[src/hw/trig_seq_pkg.sv]
// Package with constants and types for the trigger and reading sequencer.
package trig_seq_pkg;

  // Clock rate and time base.
  localparam int unsigned CLK_HZ = 100_000_000;
  localparam int unsigned US_PER_S = 1_000_000;
  localparam int unsigned TICK_US = 1;
  localparam int unsigned TICK_CYCLES = CLK_HZ / US_PER_S * TICK_US;

  // Burst length limits and default.
  localparam logic [15:0] SAMPLE_COUNT_MIN = 16'h0001;
  localparam logic [15:0] SAMPLE_COUNT_MAX = 16'hC350;
  localparam logic [15:0] SAMPLE_COUNT_DEFAULT = 16'h0001;

  // Delay limits in seconds and in microsecond ticks.
  localparam int unsigned DELAY_MAX_S = 3600;
  localparam logic [31:0] DELAY_MAX_TICKS = 32'(DELAY_MAX_S) * 32'(US_PER_S / TICK_US);
  localparam logic [31:0] ZERO_DELAY_TICKS = 32'h0000_0000;

  // Hold filter needs this many consecutive out-of-band readings.
  localparam logic [1:0] HOLD_OUT_COUNT = 2'h3;

  // Band divisors: 0.01%, 0.1%, 1% and 10% of the held reading.
  localparam logic [15:0] BAND_DIV_0P01 = 16'h2710;
  localparam logic [15:0] BAND_DIV_0P1 = 16'h03E8;
  localparam logic [15:0] BAND_DIV_1 = 16'h0064;
  localparam logic [15:0] BAND_DIV_10 = 16'h000A;

  // Flash half period of the run/hold indicator, in ticks.
  localparam logic [31:0] FLASH_HALF_TICKS = 32'h0007_A120;

  // Width of the active-low completion pulse, in clock cycles.
  localparam logic [7:0] PULSE_CYCLES = 8'h0A;

  typedef enum logic [1:0] {SRC_AUTO, SRC_SINGLE, SRC_EXTERNAL, SRC_LEVEL} trig_src_e;
  typedef enum logic [1:0] {DLY_AUTO, DLY_ZERO, DLY_MANUAL} delay_mode_e;
  typedef enum logic [1:0] {BAND_0P01, BAND_0P1, BAND_1, BAND_10} band_e;
  typedef enum logic [1:0] {FN_DC_VOLTAGE, FN_DC_CURRENT, FN_RESISTANCE, FN_OTHER} meas_fn_e;

  localparam band_e BAND_DEFAULT = BAND_0P1;
  localparam trig_src_e SRC_DEFAULT = SRC_AUTO;

  // Configuration bundle.
  typedef struct packed {
    trig_src_e src;
    logic slope_falling;
    delay_mode_e delay_mode;
    logic [31:0] manual_delay_ticks;
    logic [15:0] sample_count;
    logic hold_enable;
    band_e band;
    logic completion_pulse_enable;
    meas_fn_e func;
    logic signed [23:0] trig_level;
  } trig_cfg_s;

  // One reading delivered by the converter.
  typedef struct packed {
    logic valid;
    logic signed [23:0] value;
  } reading_s;

endpackage

[src/hw/tick_counter.sv]
// Down counter loaded with a tick count that reports when it has run out.
`timescale 1ns/1ps
module tick_counter (
  input wire logic i_clk,
  input wire logic i_arst_n,
  input wire logic i_tick,
  input wire logic i_load,
  input wire logic [31:0] i_count,
  output logic o_done
);

  logic [31:0] count_r;

  // Load restarts the count; each tick brings it one closer to zero.
  always_ff @(posedge i_clk or negedge i_arst_n) begin
    if (!i_arst_n) begin
      count_r <= 32'h0000_0000;
    end else if (i_load) begin
      count_r <= i_count;
    end else if (i_tick && count_r != 32'h0000_0000) begin
      count_r <= count_r - 32'h0000_0001;
    end
  end

  assign o_done = (count_r == 32'h0000_0000) && !i_load;

endmodule // tick_counter

[src/hw/trigger_reading_sequencer.sv]
// Trigger source selection, burst sequencing, reading hold and completion pulse.
`timescale 1ns/1ps
//
// Function
// - Four trigger sources: automatic, single command, external edge, level crossing.
// - Each trigger takes sample_count readings, 1 to 50000, default 1.
// - After configuration reset the automatic source is selected.
// - Automatic source restarts readings back to back without waiting.
// - Single source starts one burst per command assertion.
// - External source starts a burst on the chosen edge of the input.
// - Level source fires on crossing the level; only DC volts, current, resistance.
// - Slope picks rising or falling for external and level sources.
// - The delay is inserted before every reading of the burst.
// - Automatic delay comes from function, range, integration time and filter.
// - Zero delay mode waits nothing before each reading.
// - Manual delay is a user value from 0 s to 3600 s.
// - Hold replaces the held reading after three consecutive out-of-band readings.
// - Hold band is 0.01, 0.1, 1 or 10 percent, default 0.1.
// - The run/hold indicator flashes while hold is enabled.
// - When enabled, each measurement starts or stretches an active-low completion pulse.
module trigger_reading_sequencer
  import trig_seq_pkg::*;
(
  input wire logic i_clk,
  input wire logic i_arst_n,
  input wire logic i_cfg_reset,
  input wire trig_cfg_s i_cfg,
  input wire logic i_cfg_write,
  input wire logic [31:0] i_auto_delay_ticks,
  input wire logic i_single_cmd,
  input wire logic i_external_trigger_input,
  input wire reading_s i_reading,
  output logic o_reading_start,
  output logic o_busy,
  output trig_src_e o_src,
  output logic [15:0] o_sample_count,
  output logic signed [23:0] o_display_value,
  output logic o_display_valid,
  output logic o_run_hold_led,
  output logic o_meas_complete_output_n
);

  typedef enum {ST_IDLE, ST_DELAY, ST_MEASURE} seq_state_e;

  ////////////////////////////////////////////////////////////////////////////
  // Configuration

  trig_cfg_s cfg_r;
  logic [15:0] count_clamped;
  logic [31:0] manual_clamped;
  logic level_allowed;

  // Out-of-range settings are clamped into the legal span.
  always_comb begin
    count_clamped = i_cfg.sample_count;
    if (count_clamped < SAMPLE_COUNT_MIN) begin
      count_clamped = SAMPLE_COUNT_MIN;
    end else if (count_clamped > SAMPLE_COUNT_MAX) begin
      count_clamped = SAMPLE_COUNT_MAX;
    end
    manual_clamped = (i_cfg.manual_delay_ticks > DELAY_MAX_TICKS) ? DELAY_MAX_TICKS
                     : i_cfg.manual_delay_ticks;
  end

  assign level_allowed = (i_cfg.func == FN_DC_VOLTAGE) || (i_cfg.func == FN_DC_CURRENT)
                         || (i_cfg.func == FN_RESISTANCE);

  // The configuration register; a level source on other functions falls back to auto.
  always_ff @(posedge i_clk or negedge i_arst_n) begin
    if (!i_arst_n) begin
      cfg_r <= '0;
      cfg_r.src <= SRC_DEFAULT;
      cfg_r.sample_count <= SAMPLE_COUNT_DEFAULT;
      cfg_r.band <= BAND_DEFAULT;
      cfg_r.func <= FN_DC_VOLTAGE;
    end else if (i_cfg_reset) begin
      cfg_r <= '0;
      cfg_r.src <= SRC_DEFAULT;
      cfg_r.sample_count <= SAMPLE_COUNT_DEFAULT;
      cfg_r.band <= BAND_DEFAULT;
      cfg_r.func <= FN_DC_VOLTAGE;
    end else if (i_cfg_write) begin
      cfg_r <= i_cfg;
      cfg_r.sample_count <= count_clamped;
      cfg_r.manual_delay_ticks <= manual_clamped;
      if (i_cfg.src == SRC_LEVEL && !level_allowed) begin
        cfg_r.src <= SRC_AUTO;
      end
    end
  end

  assign o_src = cfg_r.src;
  assign o_sample_count = cfg_r.sample_count;

  ////////////////////////////////////////////////////////////////////////////
  // Time base

  logic [6:0] tick_div_r;
  logic tick;

  // One-cycle microsecond tick enable.
  always_ff @(posedge i_clk or negedge i_arst_n) begin
    if (!i_arst_n) begin
      tick_div_r <= 7'h00;
    end else if (tick_div_r == 7'(TICK_CYCLES - 1)) begin
      tick_div_r <= 7'h00;
    end else begin
      tick_div_r <= tick_div_r + 7'h01;
    end
  end

  assign tick = (tick_div_r == 7'(TICK_CYCLES - 1));

  ////////////////////////////////////////////////////////////////////////////
  // Trigger event detection

  logic ext_meta_r;
  logic ext_sync_r;
  logic ext_prev_r;
  logic ext_edge;
  logic single_prev_r;
  logic single_rise;
  logic signed [23:0] prev_value_r;
  logic prev_value_ok_r;
  logic level_cross;
  logic trig_event;

  // Two-stage synchroniser on the external pin, then edge memory.
  always_ff @(posedge i_clk or negedge i_arst_n) begin
    if (!i_arst_n) begin
      ext_meta_r <= 1'b0;
      ext_sync_r <= 1'b0;
      ext_prev_r <= 1'b0;
    end else begin
      ext_meta_r <= i_external_trigger_input;
      ext_sync_r <= ext_meta_r;
      ext_prev_r <= ext_sync_r;
    end
  end

  // Edge selected by the slope setting.
  assign ext_edge = cfg_r.slope_falling ? (ext_prev_r && !ext_sync_r)
                    : (!ext_prev_r && ext_sync_r);

  // Single command acts on its rising edge only.
  always_ff @(posedge i_clk or negedge i_arst_n) begin
    if (!i_arst_n) begin
      single_prev_r <= 1'b0;
    end else begin
      single_prev_r <= i_single_cmd;
    end
  end

  assign single_rise = i_single_cmd && !single_prev_r;

  // Last reading remembered for level crossing detection.
  always_ff @(posedge i_clk or negedge i_arst_n) begin
    if (!i_arst_n) begin
      prev_value_r <= 24'sh000000;
      prev_value_ok_r <= 1'b0;
    end else if (i_cfg_write || i_cfg_reset) begin
      prev_value_ok_r <= 1'b0;
    end else if (i_reading.valid) begin
      prev_value_r <= i_reading.value;
      prev_value_ok_r <= 1'b1;
    end
  end

  // Crossing in the chosen direction between two successive readings.
  always_comb begin
    level_cross = 1'b0;
    if (i_reading.valid && prev_value_ok_r) begin
      if (cfg_r.slope_falling) begin
        level_cross = (prev_value_r >= cfg_r.trig_level) && (i_reading.value < cfg_r.trig_level);
      end else begin
        level_cross = (prev_value_r <= cfg_r.trig_level) && (i_reading.value > cfg_r.trig_level);
      end
    end
  end

  // Source mux; automatic fires whenever the sequencer is idle.
  always_comb begin
    case (cfg_r.src)
      SRC_AUTO: trig_event = 1'b1;
      SRC_SINGLE: trig_event = single_rise;
      SRC_EXTERNAL: trig_event = ext_edge;
      SRC_LEVEL: trig_event = level_cross;
      default: trig_event = 1'b0;
    endcase
  end

  ////////////////////////////////////////////////////////////////////////////
  // Burst sequencer

  seq_state_e state_r;
  logic [15:0] remaining_r;
  logic [31:0] delay_ticks;
  logic delay_load;
  logic delay_done;

  // Delay for the present mode.
  always_comb begin
    case (cfg_r.delay_mode)
      DLY_AUTO: delay_ticks = i_auto_delay_ticks;
      DLY_ZERO: delay_ticks = ZERO_DELAY_TICKS;
      DLY_MANUAL: delay_ticks = cfg_r.manual_delay_ticks;
      default: delay_ticks = ZERO_DELAY_TICKS;
    endcase
  end

  assign delay_load = (state_r == ST_IDLE && trig_event)
                      || (state_r == ST_MEASURE && i_reading.valid && remaining_r != 16'h0001);

  tick_counter u_delay (
    .i_clk(i_clk),
    .i_arst_n(i_arst_n),
    .i_tick(tick),
    .i_load(delay_load),
    .i_count(delay_ticks),
    .o_done(delay_done)
  );

  // Idle takes triggers; events seen while busy are dropped.
  always_ff @(posedge i_clk or negedge i_arst_n) begin
    if (!i_arst_n) begin
      state_r <= ST_IDLE;
      remaining_r <= 16'h0000;
    end else if (i_cfg_reset || i_cfg_write) begin
      state_r <= ST_IDLE;
      remaining_r <= 16'h0000;
    end else begin
      case (state_r)
        ST_IDLE: begin
          if (trig_event) begin
            state_r <= ST_DELAY;
            remaining_r <= cfg_r.sample_count;
          end
        end
        ST_DELAY: begin
          if (delay_done) begin
            state_r <= ST_MEASURE;
          end
        end
        ST_MEASURE: begin
          if (i_reading.valid) begin
            remaining_r <= remaining_r - 16'h0001;
            state_r <= (remaining_r == 16'h0001) ? ST_IDLE : ST_DELAY;
          end
        end
        default: state_r <= ST_IDLE;
      endcase
    end
  end

  // Start pulse to the converter when the delay ends.
  always_ff @(posedge i_clk or negedge i_arst_n) begin
    if (!i_arst_n) begin
      o_reading_start <= 1'b0;
    end else begin
      o_reading_start <= (state_r == ST_DELAY) && delay_done && !i_cfg_reset && !i_cfg_write;
    end
  end

  assign o_busy = (state_r != ST_IDLE);

  ////////////////////////////////////////////////////////////////////////////
  // Completion pulse

  logic [7:0] pulse_cnt_r;
  logic measure_done;

  assign measure_done = (state_r == ST_MEASURE) && i_reading.valid;

  // Each completed reading starts an active-low pulse if enabled.
  always_ff @(posedge i_clk or negedge i_arst_n) begin
    if (!i_arst_n) begin
      pulse_cnt_r <= 8'h00;
      o_meas_complete_output_n <= 1'b1;
    end else if (measure_done && cfg_r.completion_pulse_enable) begin
      pulse_cnt_r <= PULSE_CYCLES;
      o_meas_complete_output_n <= 1'b0;
    end else if (pulse_cnt_r > 8'h01) begin
      pulse_cnt_r <= pulse_cnt_r - 8'h01;
    end else begin
      pulse_cnt_r <= 8'h00;
      o_meas_complete_output_n <= 1'b1;
    end
  end

  ////////////////////////////////////////////////////////////////////////////
  // Reading hold

  logic signed [23:0] held_r;
  logic [1:0] out_cnt_r;
  logic [23:0] held_mag;
  logic [23:0] band;
  logic [23:0] diff_mag;
  logic signed [24:0] diff;
  logic out_of_band;

  // Band width as a fraction of the held reading.
  always_comb begin
    held_mag = held_r[23] ? 24'(-held_r) : 24'(held_r);
    case (cfg_r.band)
      BAND_0P01: band = 24'(held_mag / BAND_DIV_0P01);
      BAND_0P1: band = 24'(held_mag / BAND_DIV_0P1);
      BAND_1: band = 24'(held_mag / BAND_DIV_1);
      BAND_10: band = 24'(held_mag / BAND_DIV_10);
      default: band = 24'(held_mag / BAND_DIV_0P1);
    endcase
    diff = 25'(i_reading.value) - 25'(held_r);
    diff_mag = diff[24] ? 24'(-diff) : 24'(diff);
    out_of_band = diff_mag > band;
  end

  // Held value changes after three consecutive out-of-band readings.
  always_ff @(posedge i_clk or negedge i_arst_n) begin
    if (!i_arst_n) begin
      held_r <= 24'sh000000;
      out_cnt_r <= 2'h0;
      o_display_valid <= 1'b0;
    end else if (i_reading.valid) begin
      o_display_valid <= 1'b1;
      if (!cfg_r.hold_enable || !o_display_valid) begin
        held_r <= i_reading.value;
        out_cnt_r <= 2'h0;
      end else if (!out_of_band) begin
        out_cnt_r <= 2'h0;
      end else if (out_cnt_r == HOLD_OUT_COUNT - 2'h1) begin
        held_r <= i_reading.value;
        out_cnt_r <= 2'h0;
      end else begin
        out_cnt_r <= out_cnt_r + 2'h1;
      end
    end
  end

  assign o_display_value = held_r;

  ////////////////////////////////////////////////////////////////////////////
  // Run/hold indicator

  logic [31:0] flash_cnt_r;
  logic flash_r;

  // Blinks while hold is on, steady lit otherwise.
  always_ff @(posedge i_clk or negedge i_arst_n) begin
    if (!i_arst_n) begin
      flash_cnt_r <= 32'h0000_0000;
      flash_r <= 1'b1;
    end else if (!cfg_r.hold_enable) begin
      flash_cnt_r <= 32'h0000_0000;
      flash_r <= 1'b1;
    end else if (tick) begin
      if (flash_cnt_r >= FLASH_HALF_TICKS - 32'h0000_0001) begin
        flash_cnt_r <= 32'h0000_0000;
        flash_r <= !flash_r;
      end else begin
        flash_cnt_r <= flash_cnt_r + 32'h0000_0001;
      end
    end
  end

  assign o_run_hold_led = flash_r;

  ////////////////////////////////////////////////////////////////////////////
  // Checks

  a_pulse_needs_enable: assert property (@(posedge i_clk) disable iff (!i_arst_n)
    $fell(o_meas_complete_output_n) |-> $past(cfg_r.completion_pulse_enable))
    else $error("Completion pulse without enable.");

  // A retrigger only stretches the pulse, so at least ten low samples, the fall sample included, must be seen.
  a_pulse_width: assert property (@(posedge i_clk) disable iff (!i_arst_n)
    $fell(o_meas_complete_output_n) |-> !o_meas_complete_output_n [*8] ##1 !o_meas_complete_output_n
    ##1 !o_meas_complete_output_n)
    else $error("Completion pulse too short.");

  a_busy_no_restart: assert property (@(posedge i_clk) disable iff (!i_arst_n)
    (state_r == ST_DELAY) && !delay_done && !i_cfg_write && !i_cfg_reset |=> state_r != ST_IDLE)
    else $error("Burst dropped during delay.");

  a_burst_load_count: assert property (@(posedge i_clk) disable iff (!i_arst_n)
    (state_r == ST_IDLE) && trig_event && !i_cfg_write && !i_cfg_reset |=> remaining_r == cfg_r.sample_count)
    else $error("Burst length not loaded.");

  a_cfg_reset_auto: assert property (@(posedge i_clk) disable iff (!i_arst_n)
    i_cfg_reset |=> o_src == SRC_AUTO)
    else $error("Source not automatic after configuration reset.");

  a_auto_immediate: assert property (@(posedge i_clk) disable iff (!i_arst_n)
    (state_r == ST_IDLE) && cfg_r.src == SRC_AUTO && !i_cfg_write && !i_cfg_reset |=> state_r == ST_DELAY)
    else $error("Automatic source waited.");

  // A configuration write in the cycle after the trigger aborts the burst, so it is left out.
  a_zero_delay_start: assert property (@(posedge i_clk) disable iff (!i_arst_n)
    ((state_r == ST_IDLE) && trig_event && cfg_r.delay_mode == DLY_ZERO && !i_cfg_write && !i_cfg_reset)
    ##1 (!i_cfg_write && !i_cfg_reset) |=> o_reading_start)
    else $error("Zero delay did not start reading at once.");

  a_count_range: assert property (@(posedge i_clk) disable iff (!i_arst_n)
    cfg_r.sample_count >= SAMPLE_COUNT_MIN && cfg_r.sample_count <= SAMPLE_COUNT_MAX)
    else $error("Sample count out of range.");

  a_hold_steady: assert property (@(posedge i_clk) disable iff (!i_arst_n)
    cfg_r.hold_enable && o_display_valid && i_reading.valid && !out_of_band |=> $stable(held_r))
    else $error("Held reading changed inside band.");

  a_led_steady_off: assert property (@(posedge i_clk) disable iff (!i_arst_n)
    !cfg_r.hold_enable |=> o_run_hold_led)
    else $error("Indicator flashing without hold.");

endmodule // trigger_reading_sequencer

[config.mk]
export PLATFORM = sky130hd
export DESIGN_NAME = trigger_reading_sequencer
export DESIGN_NICKNAME = d
export VERILOG_FILES = /design/src/hw/trig_seq_pkg.sv /design/src/hw/tick_counter.sv /design/src/hw/trigger_reading_sequencer.sv
export SDC_FILE = /design/constraint.sdc
export NUM_CORES = 1
export LEC_CHECK = 0
export BUFFER_PORTS_ARGS = -buffer_cell sky130_fd_sc_hd__buf_2
export CAP_MARGIN = 20
export CORE_ASPECT_RATIO = 0.7
export CORE_MARGIN = 5
export CORE_UTILIZATION = 44
export CTS_CLUSTER_DIAMETER = 60
export CTS_CLUSTER_SIZE = 24
export DETAILED_ROUTE_END_ITERATION = 8
export PLACE_DENSITY = 0.59
export REMOVE_ABC_BUFFERS = 1
export SLEW_MARGIN = 10
export SYNTH_ARGS = -nofsm -noshare
export SYNTH_HDL_FRONTEND = slang
export SYNTH_SLANG_ARGS = --single-unit
[constraint.sdc]
create_clock -name i_clk -period 73.7 [get_ports i_clk]
set_input_delay 7.37 -clock i_clk [delete_from_list [all_inputs] [get_ports i_clk]]
set_output_delay 7.37 -clock i_clk [all_outputs]
set_load 0.02 [all_outputs]
==> impl_metrics.ini, run 1 <==
[status]
status = finished clean

[clocking]
ctsHoldBuffers = 0
clkTransAtPathRegs_ns = 0.10
cts_tree = built
postCtsResizedCells = 0
cts_num_sinks = 237
clockBufferDepth = 3
post_cts_buffers = 0
htreeDepth = 1
cts_buffers = 15
root_buffer = clkbuf_16
worstSkewPairLatency_ns = 0.49

[synth]
synth_area_um2 = 26600
synth.area.top_cells = dfrtp_1 22%, ha_1 15%, nor2_1 4.5%, nand2_1 4.2%, xnor2_1 4.1%
synth_edf_count = 0
ys_types = 125
ys_ff_latch = 237
postSynthAreaPerCell_um2 = 8.13
synthCells = 3267
synth_top_area_share_pct = 21.9
synth_top_area_cell = dfrtp_1
synth_warnings = 0
synth_common_cells = 321 x nor2_1, 309 x ha_1, 299 x nand2_1
yosysSeqAreaShare_pct = 22.3
synth-main-ff-cell = dfrtp_1
async_flop_share_pct = 100
yosys.cell_count.top_type = nor2_1

[die]
rows = 75
die-area_um2 = 65500
initial_core_util_pct = 44.4
coreArea_um2 = 59900
die_h_um = 216
die_w_um = 304
pin_count = 193

[timing]
worst_slew_pin_slew_ns = 1.02
drv_slew = 0
final.period_utilization_pct = 91.9
setup_tns_ns = 0
fin_skew_ns = 0.0158
rsz0062_at_grt = false
layout_min_cycle_time_ns = 67.75
max_clock_freq_ghz = 0.0148
setup_violations = 0
slew_headroom_pct = 31.9
hold_viol = 0

[worst_setup_path]
crit_type = flip-flop to flip-flop
critical_path.max_fanout = 48
worst_path_largest_cell_delay_ns = 0.74
reg2reg_to = o_display_value[14]$_DFFE_PN0P_
endpoint_kind = flip-flop
timing.rr.start = o_display_value[0]$_DFFE_PN0P_
r2r_cells = 313
slowest_stage = or4_1
rrSetupSlack_ns = 5.95
arrival_ns = 68.09
crit_path_start_kind = flip-flop
required_ns = 74.04
critPathMostFrequentCell = o21a_1

[cells_and_area]
fin_area_um2 = 28600
multi_input_area_um2 = 19400
nNetsFinal = 3834
fin_cells = 4199
ff_latch_area_um2 = 5940
area_growth_pct = 7.82
layout-drive-gt1-share_pct = 12.4
filler_cell_count = 5911

[detailed_routing]
detail-route-antenna-nets = 0
dr.pass1.iters = 5
num_vias = 25200
wirelength_mm = 82.8
viasPerCell = 6.00
drc = 0
wl_per_cell_um = 19.7
drt_iter0_drc = 2198

[placement]
gp_congestion = 0.945
dpl.hpwl_mm = 66.0
placedCellCount = 4167
io_buffers = 192
place_area_um2 = 28100

[global_route]
overflow = 0
grt_max_degree = 101
grt_use_total_pct = 24.0
antenna_found_initial = 9
grt_pass1_wl_mm = 131
grt_pass1_vias = 23500

[worst_hold_path]
holdCritPathClass = flip-flop to flip-flop
hp-start = ext_meta_r$_DFF_PN0_
holdPathStages = 0
hold_end = ext_sync_r$_DFF_PN0_

[job]
maxCapViolCount = 0
-- stage by stage --
step,hold slack (ns),worst slack (ns),util [%]
floorplan,0.331,14.42,-
global placement,0.333,9.15,47.0
detailed placement,0.354,7.03,47.0
CTS,0.375,6.83,47.8
global route,0.387,0.146,47.8
finish,0.374,5.95,47.9
-- flip-flops by register name, indices dropped and copies added, names as in the netlist, 7 cells and up --
| signal | cells |
|---|---|
| tick_div_r | 7 |
| u_delay.count_r | 32 |
| prev_value_r | 24 |
| cfg_r | 63 |
| flash_cnt_r | 32 |
| o_display_value | 24 |
| o_sample_count | 16 |
| remaining_r | 16 |
| pulse_cnt_r | 8 |
-- cell type report --
cell class | count | share of cell area, %
antenna | 7 | 0.0611
clock buffer | 17 | 1.34
clock inverter | 6 | 0.314
inverter | 157 | 2.07
multi-input combinational | 2748 | 67.8
sequential | 237 | 20.7
tap | 808 | 3.53
timing repair buffer | 219 | 4.20
-- placed cells by master, fill, tap and decap left out, types with 124 or more instances in the layout --
| master | netlist | final |
|---|---|---|
| inv_1 | 146 | 145 |
| a21oi_1 | 164 | 164 |
| nor2_1 | 321 | 318 |
| nand2_1 | 299 | 299 |
| dfrtp_1 | 233 | 233 |
| o21ai_0 | 155 | 154 |
| xnor2_1 | 125 | 125 |
| buf_2 | 6 | 190 |
| ha_1 | 309 | 309 |
| o21a_1 | 124 | 124 |
| nor3_1 | 157 | 156 |
-- worst max-delay path by stage --
| stage | end | cells past startpoint | start |
|---|---|---|---|
| finish | o_display_value[14]$_DFFE_PN0P_ | 313 | o_display_value[0]$_DFFE_PN0P_ |
| global route | o_display_value[18]$_DFFE_PN0P_ | 310 | o_display_value[0]$_DFFE_PN0P_ |
| CTS | o_display_value[19]$_DFFE_PN0P_ | 311 | o_display_value[0]$_DFFE_PN0P_ |
| detailed placement | o_display_value[2]$_DFFE_PN0P_ | 311 | o_display_value[0]$_DFFE_PN0P_ |
| global placement | o_display_value[13]$_DFFE_PN0P_ | 311 | o_display_value[23]$_DFFE_PN0P_ |
| floorplan | o_display_value[0]$_DFFE_PN0P_ | 308 | o_display_value[1]$_DFFE_PN0P_ |
-- worst max-delay path: cells and delay by family, from the launching register on --
| kind | cells | cell delay, ns |
|---|---|---|
| AO/OA/AOI/OAI | 174 | 35.13 |
| adder cells (fa/ha/maj) | 24 | 7.33 |
| buffers and inverters | 20 | 4.97 |
| flip-flops | 1 | 0.48 |
| multiplexers | 6 | 1.32 |
| AND/OR/NAND/NOR | 89 | 18.16 |
-- cell families (layout without fill, tap and decap cells) --
kind of cell    Yosys count  in the layout  synth area share, %
buf+inv                 282            399                 4.75
compound gates          882            882                 23.3
mux                     156            156                 6.24
xor+xnor                182            182                 6.00
flops                   237            237                 22.3
simple gates           1218           1218                 22.8
other cells               0              7                    0
fa+ha+maj               310            310                 14.6
-- routing by layer --
metal  part of all wire (%)  GRT usage (%)  up-vias
li1                       -              -    12300
met1                     51           37.3    12100
met2                     41           34.8      696
met3                    7.3           4.97       75
met4                    1.2           3.36        6
met5                  0.041              0        -
Power of run 1 is not shown: default switching activity piles up to over one toggle a cycle in this logic, so the estimate is an artifact.
==> run 2, diff against run 1 <==
--- a/config.mk
+++ b/config.mk
@@ -14,7 +14,6 @@
 export CTS_CLUSTER_SIZE = 24
 export DETAILED_ROUTE_END_ITERATION = 8
 export PLACE_DENSITY = 0.59
-export REMOVE_ABC_BUFFERS = 1
 export SLEW_MARGIN = 10
 export SYNTH_ARGS = -nofsm -noshare
 export SYNTH_HDL_FRONTEND = slang
==> run 2 against run 1 <==
Net effect: maximum frequency decreased by 0.39%; first-iteration DRC count up 3.9%; final cell count about the same; utilization is 0.20 points higher; non-clock buffer count down 3; register-to-register slack lost 0.27 ns.
==> impl_metrics.ini, run 2 (same netlist as run 1, synthesis figures left out) <==
[status]
status = finished clean

[job]
maxCapViolCount = 0

[detailed_routing]
wl_per_cell_um = 20.5
drc = 0
detail-route-antenna-nets = 0
wirelength_mm = 86.2
viasPerCell = 6.03
dr.pass1.iters = 5
num_vias = 25300
drt_iter0_drc = 2284

[clocking]
htreeDepth = 1
post_cts_buffers = 0
cts_buffers = 17
root_buffer = clkbuf_16
clkTransAtPathRegs_ns = 0.10
cts_num_sinks = 237
worstSkewPairLatency_ns = 0.52
clockBufferDepth = 3
cts_tree = built

[worst_setup_path]
worst-path-buf-inv = 19
required_ns = 74.10
path_delay_family = compound AO/OA/AOI/OAI gates
endpoint_kind = flip-flop
slowest_stage = or4_4
critPathMostFrequentCell = o21a_1
crit_type = flip-flop to flip-flop
critical_path.max_fanout = 23
worst_path_largest_cell_delay_ns = 0.74
arrival_ns = 68.42
crit_path_start_kind = flip-flop

[die]
rows = 75
coreArea_um2 = 59900
die-area_um2 = 65500
die_w_um = 304
initial_core_util_pct = 44.4
die_h_um = 216
pin_count = 193

[cells_and_area]
final_cell_mix = 318 x nor2_1, 309 x ha_1, 299 x nand2_1
nNetsFinal = 3837
regMostFlops = cfg_r
largest_reg_flops = 63
final_common_cell = nor2_1
area_growth_pct = 8.27
layout-drive-gt1-share_pct = 12.6
reg.largest.list = cfg_r (63), flash_cnt_r (32), u_delay.count_r (32)
final_core_util_pct = 48.1

[global_route]
grt_pass1_wl_mm = 135
antenna_found_initial = 9
grt_use_total_pct = 24.8
grt_pass1_vias = 23900
overflow = 0
grt_max_degree = 92

[timing]
max_clock_freq_ghz = 0.0147
setup_tns_ns = 0
drv_slew = 0
fin_skew_ns = 0.0308
setup_violations = 0
worst_slew_pin_slew_ns = 0.994
slew_headroom_pct = 33.7
hold_viol = 0
rsz0062_at_grt = false
final.period_utilization_pct = 92.3
layout_min_cycle_time_ns = 68.02

[placement]
gp_congestion = 0.904
io_buffers = 192
dpl.hpwl_mm = 68.4

[synth]
syn_nets = 3723

[worst_hold_path]
holdCritPathClass = flip-flop to flip-flop
[run 2: layer usage]
metal  global-route usage (%)  part of all wire, %  vias to the layer above
met2                     37.2                   42                      710
met3                     4.22                  6.4                       85
li1                         -                    -                    12300
met4                     3.57                  1.3                       10
met5                        0                0.084                        -
met1                     38.3                   50                    12200
[run 2: timing repair]
item	in CTS	in global routing
hold buffers	0	0
resized for setup	0	6
endpoints found under the setup margin	0	24
[run 2: area by class of cell]
type	count	area, um^2
multi-input cells	2752	19500
repair buffers	216	1190
inverters	157	598
fillers	5890	31100
diodes	3	7.51
well taps	808	1010
clock buffers	20	447
clock inverters	8	114
flip-flops and latches	237	5940
[run 2: worst reg2reg max path: cells and delay by family (launching register included)]
| kind | cells | cell delay [ns] |
|---|---|---|
| AO/OA/AOI/OAI | 171 | 34.91 |
| adder cells (fa/ha/maj) | 24 | 7.43 |
| buffers and inverters | 19 | 4.75 |
| flip-flops | 1 | 0.52 |
| multiplexers | 7 | 1.69 |
| AND/OR/NAND/NOR | 86 | 18.66 |
[run 2: path summary, 6_finish.rpt]
kind                                              endpoint  cells after the start                      startpoint  slack, ns
max in group asynchronous           state_r[0]$_DFFE_PN0P_                      2                        i_arst_n      65.37
min                                   ext_sync_r$_DFF_PN0_                      0            ext_meta_r$_DFF_PN0_       0.36
min reg2reg                           ext_sync_r$_DFF_PN0_                      0            ext_meta_r$_DFF_PN0_       0.36
min in group asynchronous      flash_cnt_r[27]$_DFFE_PN0P_                      1                        i_arst_n       6.85
max reg2reg                o_display_value[11]$_DFFE_PN0P_                    307  o_display_value[0]$_DFFE_PN0P_       5.68
max                        o_display_value[11]$_DFFE_PN0P_                    307  o_display_value[0]$_DFFE_PN0P_       5.68
[run 2: through the flow]
stage,cell area (um^2),hold WS (ns),std cells,setup WS [ns]
after floorplan,26600,0.331,3267,14.43
after global placement,28100,0.337,4164,7.87
after detailed placement,28100,0.340,4164,5.70
after CTS,28600,0.360,4192,5.50
after global routing,28800,0.380,4201,0.138
final,28800,0.359,4201,5.68
Power of run 2 is left out for the same reason.
